**src/pkg/ias_defs.svh**
```systemverilog
// Offsets, field positions, reset values and timing counts of the serial memory slave.
// Included by bare name from every design file that needs them.
`ifndef IAS_DEFS_SVH
`define IAS_DEFS_SVH
`define IAS_CTRL_CODE 4'h6
`define IAS_ID_RESET 8'h00
`define IAS_SN_BYTES 4'h6
`define IAS_PAGE_DEPTH 16
`define IAS_OFS_CTRL 8'h00
`define IAS_OFS_STATUS 8'h04
`define IAS_OFS_SN_LO 8'h08
`define IAS_OFS_SN_HI 8'h0C
`define IAS_OFS_PAGE_FIRST 8'h10
`define IAS_OFS_PAGE_LAST 8'h4C
`define IAS_CTRL_ACKEN 0
`define IAS_CTRL_PCLR 1
`define IAS_CTRL_RESET 1'h1
`define IAS_ST_BUSY 8
`define IAS_ST_ASSIGNED 9
`define IAS_ST_EDS 10
`define IAS_ST_COUNT 12
`define IAS_TWC_MS 10
`define IAS_CLK_MHZ 200
`define IAS_TWC_CYC (`IAS_TWC_MS * 1000 * `IAS_CLK_MHZ)
`endif

```
**src/pkg/ias_pkg.sv**
```systemverilog
// Types shared by the serial memory slave modules.
// Numbers live in ias_defs.svh; this package holds only the enumerations.
package ias_pkg;
  typedef enum logic [5:0] {
    ST_IDLE = 6'h01,
    ST_RX = 6'h02,
    ST_ACK = 6'h04,
    ST_TX = 6'h08,
    ST_MACK = 6'h10,
    ST_SKIP = 6'h20
  } ias_state_e;
  typedef enum logic [2:0] {
    CMD_FUSE = 3'h0,
    CMD_READ = 3'h1,
    CMD_WRITE = 3'h2,
    CMD_ASSIGN = 3'h4,
    CMD_CLEAR = 3'h6
  } ias_cmd_e;
endpackage : ias_pkg

```
**src/pkg/ias_line_if.sv**
```systemverilog
// Carrier for the decoded two-wire line events between the detector and the slave core.
// All signals are single-cycle pulses or levels on sys_clk.
`timescale 1ns/10ps
`default_nettype none
interface ias_line_if;
  logic scl_rise;
  logic scl_fall;
  logic start;
  logic stop;
  logic sda;
  modport det (output scl_rise, output scl_fall, output start, output stop, output sda);
  modport core (input scl_rise, input scl_fall, input start, input stop, input sda);
endinterface : ias_line_if
`default_nettype wire

```
**src/hw/ias_line_sync.sv**
```systemverilog
// Synchronises the serial clock and data pins and finds clock edges, start and stop.
// Assumes the link clock is far slower than sys_clk (several samples per phase).
`timescale 1ns/10ps
`default_nettype none
module ias_line_sync (
  // Clock and reset
  input wire logic sys_clk,
  input wire logic rst,
  // Pins
  input wire logic scl_in,
  input wire logic sda_in,
  // Decoded events
  ias_line_if.det line
);
  logic scl_m, scl_s, scl_p, sda_m, sda_s, sda_p;
  logic [2:0] next_scl, next_sda;

  always_comb
  begin
    next_scl = {scl_in, scl_m, scl_s};
    next_sda = {sda_in, sda_m, sda_s};
  end

  always_ff @(posedge sys_clk or posedge rst)
  begin
    if (rst)
    begin
      {scl_m, scl_s, scl_p} <= 3'h7;
      {sda_m, sda_s, sda_p} <= 3'h7;
    end
    else
    begin
      {scl_m, scl_s, scl_p} <= next_scl;
      {sda_m, sda_s, sda_p} <= next_sda;
    end
  end

  assign line.scl_rise = scl_s & ~scl_p;
  assign line.scl_fall = ~scl_s & scl_p;
  // Data edges with the clock held high are conditions, not bits
  assign line.start = scl_s & scl_p & sda_p & ~sda_s;
  assign line.stop = scl_s & scl_p & ~sda_p & sda_s;
  assign line.sda = sda_s;
endmodule : ias_line_sync
`default_nettype wire

```
**src/hw/ias_page_buf.sv**
```systemverilog
// Circular page buffer that keeps the newest DEPTH bytes written over the link.
// Logical index 0 is always the oldest byte kept; DEPTH must be a power of two.
`timescale 1ns/10ps
`default_nettype none
module ias_page_buf #(
  parameter int DEPTH = 16,
  parameter int AW = $clog2(DEPTH)
)(
  // Clock and reset
  input wire logic sys_clk,
  input wire logic rst,
  // Fill side
  input wire logic clr,
  input wire logic push,
  input wire logic [7:0] din,
  // Read side
  input wire logic [AW-1:0] bus_idx,
  input wire logic [AW-1:0] tx_idx,
  output logic [7:0] bus_q,
  output logic [7:0] tx_q,
  output logic [AW:0] count
);
  logic [7:0] mem [DEPTH];
  logic [AW-1:0] wr_ptr, next_wr_ptr;
  logic [AW:0] next_count;

  function automatic logic [AW-1:0] phys(input logic [AW-1:0] i);
    phys = wr_ptr - count[AW-1:0] + i;
  endfunction : phys

  always_comb
  begin
    next_wr_ptr = wr_ptr;
    next_count = count;
    if (clr)
    begin
      next_wr_ptr = '0;
      next_count = '0;
    end
    else if (push)
    begin
      next_wr_ptr = wr_ptr + 1'b1;
      // Once full the oldest byte is overwritten first
      if (count != (AW+1)'(DEPTH))
        next_count = count + 1'b1;
    end
    bus_q = mem[phys(bus_idx)];
    tx_q = mem[phys(tx_idx)];
  end

  always_ff @(posedge sys_clk or posedge rst)
  begin
    if (rst)
    begin
      wr_ptr <= '0;
      count <= '0;
      for (int i = 0; i < DEPTH; i++)
        mem[i] <= 8'h00;
    end
    else
    begin
      wr_ptr <= next_wr_ptr;
      count <= next_count;
      if (push && !clr)
        mem[wr_ptr] <= din;
    end
  end
endmodule : ias_page_buf
`default_nettype wire

```
**src/hw/ias_serial_slave.sv**
```systemverilog
// Slave front end of a software-addressed two-wire serial memory, with an Avalon-MM port.
// Assumes external open-drain pads resolve sda and the select line from the *_oe outputs.
//
// The Avalon-MM register port and the register addresses were left to the implementer.
`include "ias_defs.svh"
`timescale 1ns/10ps
`default_nettype none
module ias_serial_slave #(
  parameter int unsigned TWC_CYCLES = `IAS_TWC_CYC,
  // Arbitrary value, replaced per part at build time
  parameter logic [47:0] SERIAL_NO = 48'h0123_4567_89AB
)(
  // Clock and reset
  input wire logic sys_clk,
  input wire logic rst,
  // Two-wire link
  input wire logic scl_in,
  input wire logic sda_in,
  output logic sda_out,
  output logic sda_oe,
  // Open-drain select output
  output logic external_select_out,
  output logic external_select_out_oe,
  // Avalon-MM slave
  input wire logic [7:0] avs_address,
  input wire logic avs_read,
  input wire logic avs_write,
  input wire logic [31:0] avs_writedata,
  output logic [31:0] avs_readdata,
  output logic avs_waitrequest
);
  import ias_pkg::*;

  ias_line_if line();
  ias_state_e st, next_st;
  ias_cmd_e cmd, next_cmd;
  logic [3:0] bitcnt, next_bitcnt, byte_idx, next_byte_idx, tx_idx, next_tx_idx;
  logic [7:0] shreg, next_shreg, dev_id, next_dev_id, new_id, next_new_id, tx_byte;
  logic oe_bit, next_oe_bit, won, next_won, mack, next_mack, wrote, next_wrote;
  logic next_sda_oe, next_eds_oe, busy, next_busy, take, code_ok;
  logic [31:0] busy_cnt, next_busy_cnt;
  logic page_push, page_clr_link, page_clr_bus;
  logic [7:0] page_bus_q, page_tx_q;
  logic [4:0] page_count;
  logic [3:0] bus_idx;
  logic acken, next_acken, next_wait;
  logic [31:0] next_rdata, status;

  ias_line_sync u_sync (
    .sys_clk(sys_clk),
    .rst(rst),
    .scl_in(scl_in),
    .sda_in(sda_in),
    .line(line)
  );

  ias_page_buf #(.DEPTH(`IAS_PAGE_DEPTH)) u_page (
    .sys_clk(sys_clk),
    .rst(rst),
    .clr(page_clr_link | page_clr_bus),
    .push(page_push),
    .din(shreg),
    .bus_idx(bus_idx),
    .tx_idx(tx_idx),
    .bus_q(page_bus_q),
    .tx_q(page_tx_q),
    .count(page_count)
  );

  function automatic logic cmd_known(input logic [2:0] c);
    cmd_known = (c == CMD_FUSE) || (c == CMD_READ) || (c == CMD_WRITE)
      || (c == CMD_ASSIGN) || (c == CMD_CLEAR);
  endfunction : cmd_known

  function automatic logic [7:0] sn_byte(input logic [3:0] i);
    logic [47:0] s;
    s = SERIAL_NO << (8 * i);
    sn_byte = s[47:40];
  endfunction : sn_byte

  // Acknowledge decision for the byte just shifted in
  always_comb
  begin
    code_ok = shreg[7:4] == `IAS_CTRL_CODE;
    if (byte_idx == 4'h0)
      take = code_ok && cmd_known(shreg[2:0])
        && !(shreg[2:0] == CMD_ASSIGN && dev_id != `IAS_ID_RESET);
    else if (byte_idx == 4'h1 && (cmd == CMD_READ || cmd == CMD_WRITE))
      take = shreg == dev_id;
    else
      take = 1'b1;
    take = take && acken && !busy;
    tx_byte = (cmd == CMD_ASSIGN) ? sn_byte(tx_idx) : page_tx_q;
  end

  // Link state machine
  always_comb
  begin
    next_st = st;
    next_cmd = cmd;
    next_bitcnt = bitcnt;
    next_byte_idx = byte_idx;
    next_tx_idx = tx_idx;
    next_shreg = shreg;
    next_dev_id = dev_id;
    next_new_id = new_id;
    next_oe_bit = oe_bit;
    next_won = won;
    next_mack = mack;
    next_wrote = wrote;
    next_sda_oe = sda_oe;
    next_eds_oe = external_select_out_oe;
    next_busy = busy;
    next_busy_cnt = busy_cnt;
    page_push = 1'b0;
    page_clr_link = 1'b0;
    if (busy)
    begin
      if (busy_cnt == 32'h0)
        next_busy = 1'b0;
      else
        next_busy_cnt = busy_cnt - 32'h1;
    end
    if (line.start)
    begin
      next_st = ST_RX;
      next_bitcnt = 4'h0;
      next_byte_idx = 4'h0;
      next_tx_idx = 4'h0;
      next_sda_oe = 1'b0;
      next_eds_oe = 1'b0;
      next_won = 1'b0;
      next_wrote = 1'b0;
    end
    else if (line.stop)
    begin
      next_st = ST_IDLE;
      next_sda_oe = 1'b0;
      // A stop anywhere but after the final no-ack leaves won clear
      if (cmd == CMD_ASSIGN && won)
        next_dev_id = new_id;
      if (cmd == CMD_CLEAR && byte_idx >= 4'h2)
        next_dev_id = `IAS_ID_RESET;
      if (cmd == CMD_WRITE && wrote)
      begin
        next_busy = 1'b1;
        next_busy_cnt = 32'(TWC_CYCLES - 1);
      end
    end
    else
    begin
      case (st)
        ST_RX:
          if (line.scl_rise)
          begin
            next_shreg = {shreg[6:0], line.sda};
            next_bitcnt = bitcnt + 4'h1;
          end
          else if (line.scl_fall && bitcnt == 4'h8)
          begin
            if (take)
            begin
              next_st = ST_ACK;
              next_sda_oe = 1'b1;
              if (byte_idx != 4'hF)
                next_byte_idx = byte_idx + 4'h1;
              if (byte_idx == 4'h0)
              begin
                next_cmd = ias_cmd_e'(shreg[2:0]);
                next_oe_bit = shreg[3];
              end
              if (byte_idx == 4'h1 && cmd == CMD_ASSIGN)
                next_new_id = shreg;
              // New page data starts from an empty buffer
              if (byte_idx == 4'h1 && cmd == CMD_WRITE)
                page_clr_link = 1'b1;
              if (byte_idx >= 4'h2 && cmd == CMD_WRITE)
              begin
                page_push = 1'b1;
                next_wrote = 1'b1;
              end
            end
            else
              next_st = ST_SKIP;
          end
        ST_ACK:
          if (line.scl_fall)
          begin
            next_sda_oe = 1'b0;
            next_bitcnt = 4'h0;
            if (byte_idx == 4'h2 && oe_bit && cmd != CMD_CLEAR && cmd != CMD_FUSE)
              next_eds_oe = 1'b1;
            if ((cmd == CMD_READ || cmd == CMD_ASSIGN) && byte_idx >= 4'h2)
            begin
              next_st = ST_TX;
              next_shreg = tx_byte;
              next_sda_oe = !tx_byte[7];
              next_tx_idx = tx_idx + 4'h1;
            end
            else
              next_st = ST_RX;
          end
        ST_TX:
          if (line.scl_rise)
          begin
            // A released one read back as zero means another part owns the bus
            if (cmd == CMD_ASSIGN && !sda_oe && !line.sda)
              next_st = ST_SKIP;
            next_bitcnt = bitcnt + 4'h1;
          end
          else if (line.scl_fall)
          begin
            if (bitcnt == 4'h8)
            begin
              next_sda_oe = 1'b0;
              next_st = ST_MACK;
            end
            else
            begin
              next_shreg = {shreg[6:0], 1'b0};
              next_sda_oe = !shreg[6];
            end
          end
        ST_MACK:
          if (line.scl_rise)
            next_mack = !line.sda;
          else if (line.scl_fall)
          begin
            next_bitcnt = 4'h0;
            if (mack && !(cmd == CMD_ASSIGN && tx_idx == `IAS_SN_BYTES))
            begin
              next_st = ST_TX;
              next_shreg = tx_byte;
              next_sda_oe = !tx_byte[7];
              next_tx_idx = tx_idx + 4'h1;
            end
            else
            begin
              next_st = ST_SKIP;
              next_won = cmd == CMD_ASSIGN && tx_idx == `IAS_SN_BYTES && !mack;
            end
          end
        ST_IDLE, ST_SKIP:
          next_sda_oe = 1'b0;
        default:
          next_st = ST_IDLE;
      endcase
    end
  end

  always_ff @(posedge sys_clk or posedge rst)
  begin
    if (rst)
    begin
      st <= ST_IDLE;
      cmd <= CMD_FUSE;
      bitcnt <= 4'h0;
      byte_idx <= 4'h0;
      tx_idx <= 4'h0;
      shreg <= 8'h00;
      dev_id <= `IAS_ID_RESET;
      new_id <= `IAS_ID_RESET;
      oe_bit <= 1'b0;
      won <= 1'b0;
      mack <= 1'b0;
      wrote <= 1'b0;
      sda_oe <= 1'b0;
      sda_out <= 1'b0;
      external_select_out <= 1'b0;
      external_select_out_oe <= 1'b0;
      busy <= 1'b0;
      busy_cnt <= 32'h0;
    end
    else
    begin
      st <= next_st;
      cmd <= next_cmd;
      bitcnt <= next_bitcnt;
      byte_idx <= next_byte_idx;
      tx_idx <= next_tx_idx;
      shreg <= next_shreg;
      dev_id <= next_dev_id;
      new_id <= next_new_id;
      oe_bit <= next_oe_bit;
      won <= next_won;
      mack <= next_mack;
      wrote <= next_wrote;
      sda_oe <= next_sda_oe;
      sda_out <= 1'b0;
      external_select_out <= 1'b0;
      external_select_out_oe <= next_eds_oe;
      busy <= next_busy;
      busy_cnt <= next_busy_cnt;
    end
  end

  // Register bus: one wait cycle, then the answer
  always_comb
  begin
    bus_idx = 4'(avs_address[7:2] - 6'h04);
    status = 32'h0;
    status[7:0] = dev_id;
    status[`IAS_ST_BUSY] = busy;
    status[`IAS_ST_ASSIGNED] = dev_id != `IAS_ID_RESET;
    status[`IAS_ST_EDS] = external_select_out_oe;
    status[`IAS_ST_COUNT +: 5] = page_count;
    next_wait = avs_waitrequest;
    next_rdata = avs_readdata;
    next_acken = acken;
    page_clr_bus = 1'b0;
    if ((avs_read || avs_write) && avs_waitrequest)
    begin
      next_wait = 1'b0;
      case (avs_address)
        `IAS_OFS_CTRL: next_rdata = {31'h0, acken};
        `IAS_OFS_STATUS: next_rdata = status;
        `IAS_OFS_SN_LO: next_rdata = SERIAL_NO[31:0];
        `IAS_OFS_SN_HI: next_rdata = {16'h0, SERIAL_NO[47:32]};
        default:
          if (avs_address >= `IAS_OFS_PAGE_FIRST && avs_address <= `IAS_OFS_PAGE_LAST
              && avs_address[1:0] == 2'h0)
            next_rdata = {24'h0, page_bus_q};
          else
            next_rdata = 32'h0;
      endcase
    end
    else if (!avs_waitrequest)
    begin
      next_wait = 1'b1;
      if (avs_write && avs_address == `IAS_OFS_CTRL)
      begin
        next_acken = avs_writedata[`IAS_CTRL_ACKEN];
        page_clr_bus = avs_writedata[`IAS_CTRL_PCLR];
      end
    end
  end

  always_ff @(posedge sys_clk or posedge rst)
  begin
    if (rst)
    begin
      acken <= `IAS_CTRL_RESET;
      avs_waitrequest <= 1'b1;
      avs_readdata <= 32'h0;
    end
    else
    begin
      acken <= next_acken;
      avs_waitrequest <= next_wait;
      avs_readdata <= next_rdata;
    end
  end
endmodule : ias_serial_slave
`default_nettype wire

```
**config.mk**
```make
export PLATFORM = sky130hd
export DESIGN_NAME = ias_serial_slave
export DESIGN_NICKNAME = d
export VERILOG_FILES = /design/src/pkg/ias_pkg.sv /design/src/pkg/ias_line_if.sv /design/src/hw/ias_line_sync.sv /design/src/hw/ias_page_buf.sv /design/src/hw/ias_serial_slave.sv
export VERILOG_INCLUDE_DIRS = /design/src /design/src/pkg
export SDC_FILE = /design/constraint.sdc
export NUM_CORES = 1
export LEC_CHECK = 0
export ABC_AREA = 1
export BUFFER_PORTS_ARGS = -buffer_cell sky130_fd_sc_hd__clkbuf_2
export CELL_PAD_IN_SITES_DETAIL_PLACEMENT = 1
export CELL_PAD_IN_SITES_GLOBAL_PLACEMENT = 1
export CORE_ASPECT_RATIO = 1.75
export CORE_UTILIZATION = 41
export CTS_BUF_LIST = sky130_fd_sc_hd__clkbuf_16
export DETAILED_ROUTE_END_ITERATION = 8
export PLACE_DENSITY = 0.78
export SLEW_MARGIN = 20
export SYNTH_ARGS = -nofsm -noshare
export SYNTH_HDL_FRONTEND = slang
export SYNTH_SLANG_ARGS = --single-unit
export TNS_END_PERCENT = 50
```
**constraint.sdc**
```tcl
create_clock -name sys_clk -period 8.8 [get_ports sys_clk]
set_input_delay 1.76 -clock sys_clk [delete_from_list [all_inputs] [get_ports sys_clk]]
set_output_delay 1.76 -clock sys_clk [all_outputs]
set_load 0.03 [all_outputs]
```
# Word level (Yosys, flattened, before mapping)
# Index checks and enable logic that the tools add are counted.
# classes
bitwise	20
n_addsub	10
muxes	127
eq_ne	57
order_cmp	7
n_reduce_logical	84
n_shift	1
# ops
cell	count
32-bit 2-to-1 mux	5
8-bit 2-to-1 mux	18
128-bit bitwise mux	1
31-bit case mux with 4 select lines	1
4-bit 2-to-1 mux	22
6-bit 2-to-1 mux	13
8-bit binary-select mux with 4-bit select	2
1-bit 2-to-1 mux	56
41-bit by 7-bit << shifter with 48-bit output, first input constant	1
4-bit != test, second input constant	10
8-bit demux with 4-bit select	1
32-bit logical NOT	1
8-bit case mux with 4 select lines	1
32-bit by 1-bit subtractor with 32-bit output, second input constant	1
6-bit case mux with 5 select lines	1
1-bit logical AND	28
2-bit nonzero test	12
2-bit != test, second input constant	11
3-bit != test, second input constant	7
7-bit AND reduction	3
5-bit != test, second input constant	4
4-bit by 1-bit adder with 4-bit output, second input constant	4
8-bit by 4-bit equality test with 1-bit output, second input constant	2
5-bit >= comparator, second input constant	3
52 further kinds	98
# totals
elab_cells	349
out_inout_bits	37
ff_bits	261

# Longest topological paths before layout
# logic_depth
depth_word	19
ltp_mapped	20
ltp_nobuf	20

# By module
# From an unflattened synthesis, not the netlist that was laid out.
# unflattened
cells_unflattened	2052
area_unflattened_um2	14815.5
# by_module_without_submodules
module	area_per_inst_um2	cells_each	seq_area_each_um2	instances
ias_page_buf	8318.0	1209	3428.3	1
ias_serial_slave	6294.8	825	2581.2	1
ias_line_sync	202.7	18	157.7	1

# Worst setup path after synthesis
# No wires, ideal clock.
# synth_path
path_type	input to register
from	input port avs_address[3]
to	register avs_readdata[5]
arrival_ns	3.568
cell_stages	12
path_slack_ns	5.098
path_cell_list	ha_1 -> ha_1 -> inv_1 -> fa_1 -> clkbuf_1 -> inv_1 -> clkbuf_1 -> nand2_1 -> nand2_1 -> nand2_1 -> nand3_1 -> a31oi_1
# synth_between
elab_chain_len	8
elab_cells_between_ends	16
# synth_lines
element	line	text
from (decl)	ias_serial_slave.sv:25	input wire logic [7:0] avs_address,
4-bit by 3-bit subtractor with 4-bit output	ias_serial_slave.sv:300	bus_idx = 4'(avs_address[7:2] - 6'h04);
4-bit adder	ias_page_buf.sv:28	phys = wr_ptr - count[AW-1:0] + i;
4-bit NOT with 5-bit output (implied by the code)	ias_page_buf.sv:47	bus_q = mem[phys(bus_idx)];
8-bit binary-select mux with 4-bit select	ias_page_buf.sv:47	
8-bit 2-to-1 mux (implied by the code) (2 in series)	ias_page_buf.sv:47	
8-bit 2-to-1 mux	ias_serial_slave.sv:320	if (avs_address >= `IAS_OFS_PAGE_FIRST && avs_address <= `IAS_OFS_PAGE_LAST
31-bit case mux with 4 select lines *	ias_serial_slave.sv:314	case (avs_address)
to (signal assigned)	ias_serial_slave.sv:350	avs_readdata <= next_rdata;
to (decl)	ias_serial_slave.sv:29	output logic [31:0] avs_readdata,
# Every way passes the cells marked *; elsewhere a longest branch is shown, timed or not. The select of a mux whose other input is x is not followed.
# A chain may end at the register's enable or synchronous reset.

# Worst setup path in the final report
# layout_path
from	register u_page.wr_ptr[0]
to	register shreg[4]
# layout_between
elab_chain_len	11
elab_cells_between_ends	13
# layout_lines
element	line	text
from (decl)	ias_page_buf.sv:24	logic [AW-1:0] wr_ptr, next_wr_ptr;
from (signal assigned)	ias_page_buf.sv:62	wr_ptr <= next_wr_ptr;
4-bit subtractor *	ias_page_buf.sv:28	
4-bit adder *	ias_page_buf.sv:28	
4-bit NOT with 5-bit output (implied by the code) *	ias_page_buf.sv:48	tx_q = mem[phys(tx_idx)];
8-bit binary-select mux with 4-bit select *	ias_page_buf.sv:48	
8-bit 2-to-1 mux (implied by the code) * (2 in series)	ias_page_buf.sv:48	
8-bit 2-to-1 mux *	ias_serial_slave.sv:93	tx_byte = (cmd == CMD_ASSIGN) ? sn_byte(tx_idx) : page_tx_q;
8-bit 2-to-1 mux	ias_serial_slave.sv:230	if (mack && !(cmd == CMD_ASSIGN && tx_idx == `IAS_SN_BYTES))
8-bit 2-to-1 mux	ias_serial_slave.sv:227	else if (line.scl_fall)
8-bit 2-to-1 mux	ias_serial_slave.sv:225	if (line.scl_rise)
8-bit case mux with 4 select lines *	ias_serial_slave.sv:152	case (st)
to (signal assigned)	ias_serial_slave.sv:281	shreg <= next_shreg;
to (decl)	ias_serial_slave.sv:38	logic [7:0] shreg, next_shreg, dev_id, next_dev_id, new_id, next_new_id, tx_byte;
# Marked as above.

==> results_dict.tcl <==
set metrics [dict create \
    outcome "completed" \
    hold_viol 0 \
    clock_path_buffers 3 \
    antenna_left 0 \
    grt_overflow 0 \
    track_usage_pct 29.9 \
    synth_top_area_share_pct 37.2 \
    wirelength_mm 58.2 \
    place_area_mm2 0.0164 \
    root_buffer "clkbuf_16" \
    antenna_found_initial 0 \
    clk_latency_ns 0.57 \
    rows 95 \
    grt_start_max_net_pins 151 \
    synth_most_common_cell "nand2_1" \
    dp_cells 2698 \
    synth_top_area_cell "dfrtp_1" \
    numCtsBuffers 27 \
    first_global_vias 16800 \
    maxCapViolCount 0 \
    peakVddDrop_mv 0.134 \
    cp_top_family "buffers and inverters" \
    coreArea_mm2 0.0384 \
    synth.avg_cell_area_um2 7.03 \
    grt_pass1_wl_mm 91.2 \
    min_period_ns 4.73 \
    grt_setup_unrepaired "false" \
    ys_seq_area_share_pct 38.7 \
    final_util_pct 45.3 \
    fin_nets 2322 \
    p_clk_share_pct 43.6 \
    synthArstFlopShare_pct 100 \
    p_int_uw 2050 \
    max_slew_margin_pct 22.6 \
    post-dp-hpwl_mm 40.1 \
    cts_resized 0 \
    drt_iter0_markers 732 \
    syn_area_mm2 0.0159 \
    path_clk_slew_ns 0.06 \
    hp-class "flip-flop to flip-flop" \
    syn_inst 2264 \
    finalSetupTns_ns 0 \
    yosysUniqueCellTypes 55 \
    clkSinkCount 246 \
    min_period_over_period_pct 53.8 \
    postCtsSetupRepairBufs 0 \
    skew_ns 0.0219 \
    synth_seq_cells 246 \
    via_per_inst 5.69 \
    worstSetupPathType "flip-flop to flip-flop" \
    syn_to_final_growth_pct 9.30 \
    num_vias 15600 \
    setup_violations 0 \
    powerDensity_mw_per_mm2 173 \
    fin_cells 2748 \
    worstMarginPinSlew_ns 1.16 \
    synth_edf_count 0 \
    ios 83 \
    max_freq_mhz 211 \
    die_area_mm2 0.0397 \
    cts_tree "done" \
    path_cells "inv_1 -> ha_1 -> inv_1 -> fa_1 -> inv_1 -> fa_1 -> buf_4 -> inv_1 -> buf_4 -> o21ai_0 -> o21ai_0 -> nand2_1 -> a21oi_1 -> nor3_1 -> nor2_1 -> a21oi_1" \
    power_frac_comb_pct 16.1 \
    die_x_um 151 \
    antenna_cells 0 \
    port_buffers 42 \
    drive_gt1_share_pct 7.87 \
    drc 0 \
    die-height_um 263 \
    cp_num_buf_inv 6 \
    p_seq_share_pct 40.4 \
    ys.flop_type "dfrtp_1" \
    synthTopCellsByCount "nand2_1 (505), inv_1 (388), o21ai_0 (255), dfrtp_1 (237), nor2_1 (172)" \
    globalplace.congestion 0.937 \
    wl_per_cell_um 21.2 \
    cpPeakStageDelay_ns 0.70 \
    p_sw_share_pct 31.7 \
    worstPathMaxFanout 37 \
    cts_max_level 1 \
    power_uw 3000 \
    required_ns 9.15 \
    hold_buffers 0 \
    cp-end-kind "flip-flop" \
    switchingPower_uw 953 \
    p_leak_uw 0.00870 \
    slew_violations 0 \
    cp_data_arrival_time_ns 5.08 \
    synth_warnings 0 \
    drt-pass1-iter-count 5 \
    cp_common_cell "inv_1" \
    final_area_mm2 0.0174 \
    cp_slowest_cell "fa_1" \
    synthTopCellsByArea "dfrtp_1 (37%), nand2_1 (12%), inv_1 (9.1%)" \
    cp-start-kind "flip-flop" \
    start_util_pct 41.5 \
]
## routing by layer
metal  global-route usage (%)  share of wire [%]  wire [µm]
met1                     30.9                 36      20900
met2                     54.0                 52      30200
met3                     3.56                4.1       2360
met4                     22.5                8.1       4730
met5                        0                  0          0
## worst reg2reg max path: cells and delay by family (launching register included)
family                     cells  cell delay (ns)
DFF                            1             0.42
and+or+nand+nor                3             0.32
adders and majority gates      3             1.33
AOI/OAI and AO/OA              4             0.94
buffers and inverters          6             1.53
## cell families after synthesis
logic type	count (synthesis)	synth area share, %
and+or+nand+nor	987	29.0
buffers and inverters	524	13.3
AOI/OAI and AO/OA	442	14.5
DFF	246	38.7
adders and majority gates	33	2.73
xor gates and xnor gates	30	1.65
other	1	0.0235
muxes	1	0.0707
## final cells by class
cell class / instances / area, µm²
fillers: 4982 / 21000
multi-input cells: 1503 / 7720
clock buffers: 27 / 676
repair buffers: 64 / 408
flip-flops and latches: 246 / 6170
inverters: 401 / 1520
well taps: 485 / 607
clock inverters: 22 / 315
## worst paths after layout
kind	cells past startpoint	slack, ns	end	start
max in group asynchronous	3	6.12	avs_readdata[8]$_DFFE_PP0P_	rst
min in group asynchronous	2	1.29	u_page.mem[66]$_DFFE_PP0P_	rst
worst min-delay path	0	0.36	u_sync.line.sda$_DFF_PP1_	u_sync.sda_m$_DFF_PP1_
worst min register to register	0	0.36	u_sync.line.sda$_DFF_PP1_	u_sync.sda_m$_DFF_PP1_
worst max register to register	16	4.07	shreg[4]$_DFFE_PP0P_	u_page.wr_ptr[0]$_DFFE_PP0P_
worst max-delay path	16	4.07	shreg[4]$_DFFE_PP0P_	u_page.wr_ptr[0]$_DFFE_PP0P_
## through the flow
step | hold WS (ns) | setup WS [ns]
floorplan | 0.345 | 0.297
global placement | 0.346 | 3.96
detailed placement | 0.351 | 3.96
CTS | 0.360 | 4.13
global route | 0.364 | 3.85
finish | 0.357 | 4.07
## placed cells by master (no fill, tap or decap), drive strengths merged, types with 5 or more instances in the layout
cell,instances
dfstp,9
dfrtp,237
xor2,18
nor4,9
nand3,115
buf,22
a31oi,8
a22oi,5
conb,10
inv,397
o31ai,10
xnor2,12
clkinv,16
nand2,513
ha,30
nor2,185
clkbuf,69
nor3,25
bufinv,8
nand4,132
o211ai,7
a21oi,144
o21ai,258
## power by group through the flow
stage / clock network [µW] / logic, µW / registers [µW]
after floorplan: 0 / 268 / 1230
after global placement: 0 / 458 / 1230
after detailed placement: 0 / 470 / 1230
after CTS: 1330 / 472 / 1210
after global routing: 1360 / 513 / 1210
final: 1310 / 482 / 1210
## registers in the layout, summed over array words and instances, names as in the netlist, 4 cells and up
| name | cells |
|---|---|
| byte_idx | 4 |
| new_id | 8 |
| u_page.mem | 128 |
| bitcnt | 4 |
| u_page.count | 5 |
| st | 6 |
| avs_readdata | 17 |
| busy_cnt | 32 |
| shreg | 8 |
| tx_idx | 4 |
| dev_id | 8 |
| u_page.wr_ptr | 4 |
(Power assumes the default switching activity.)
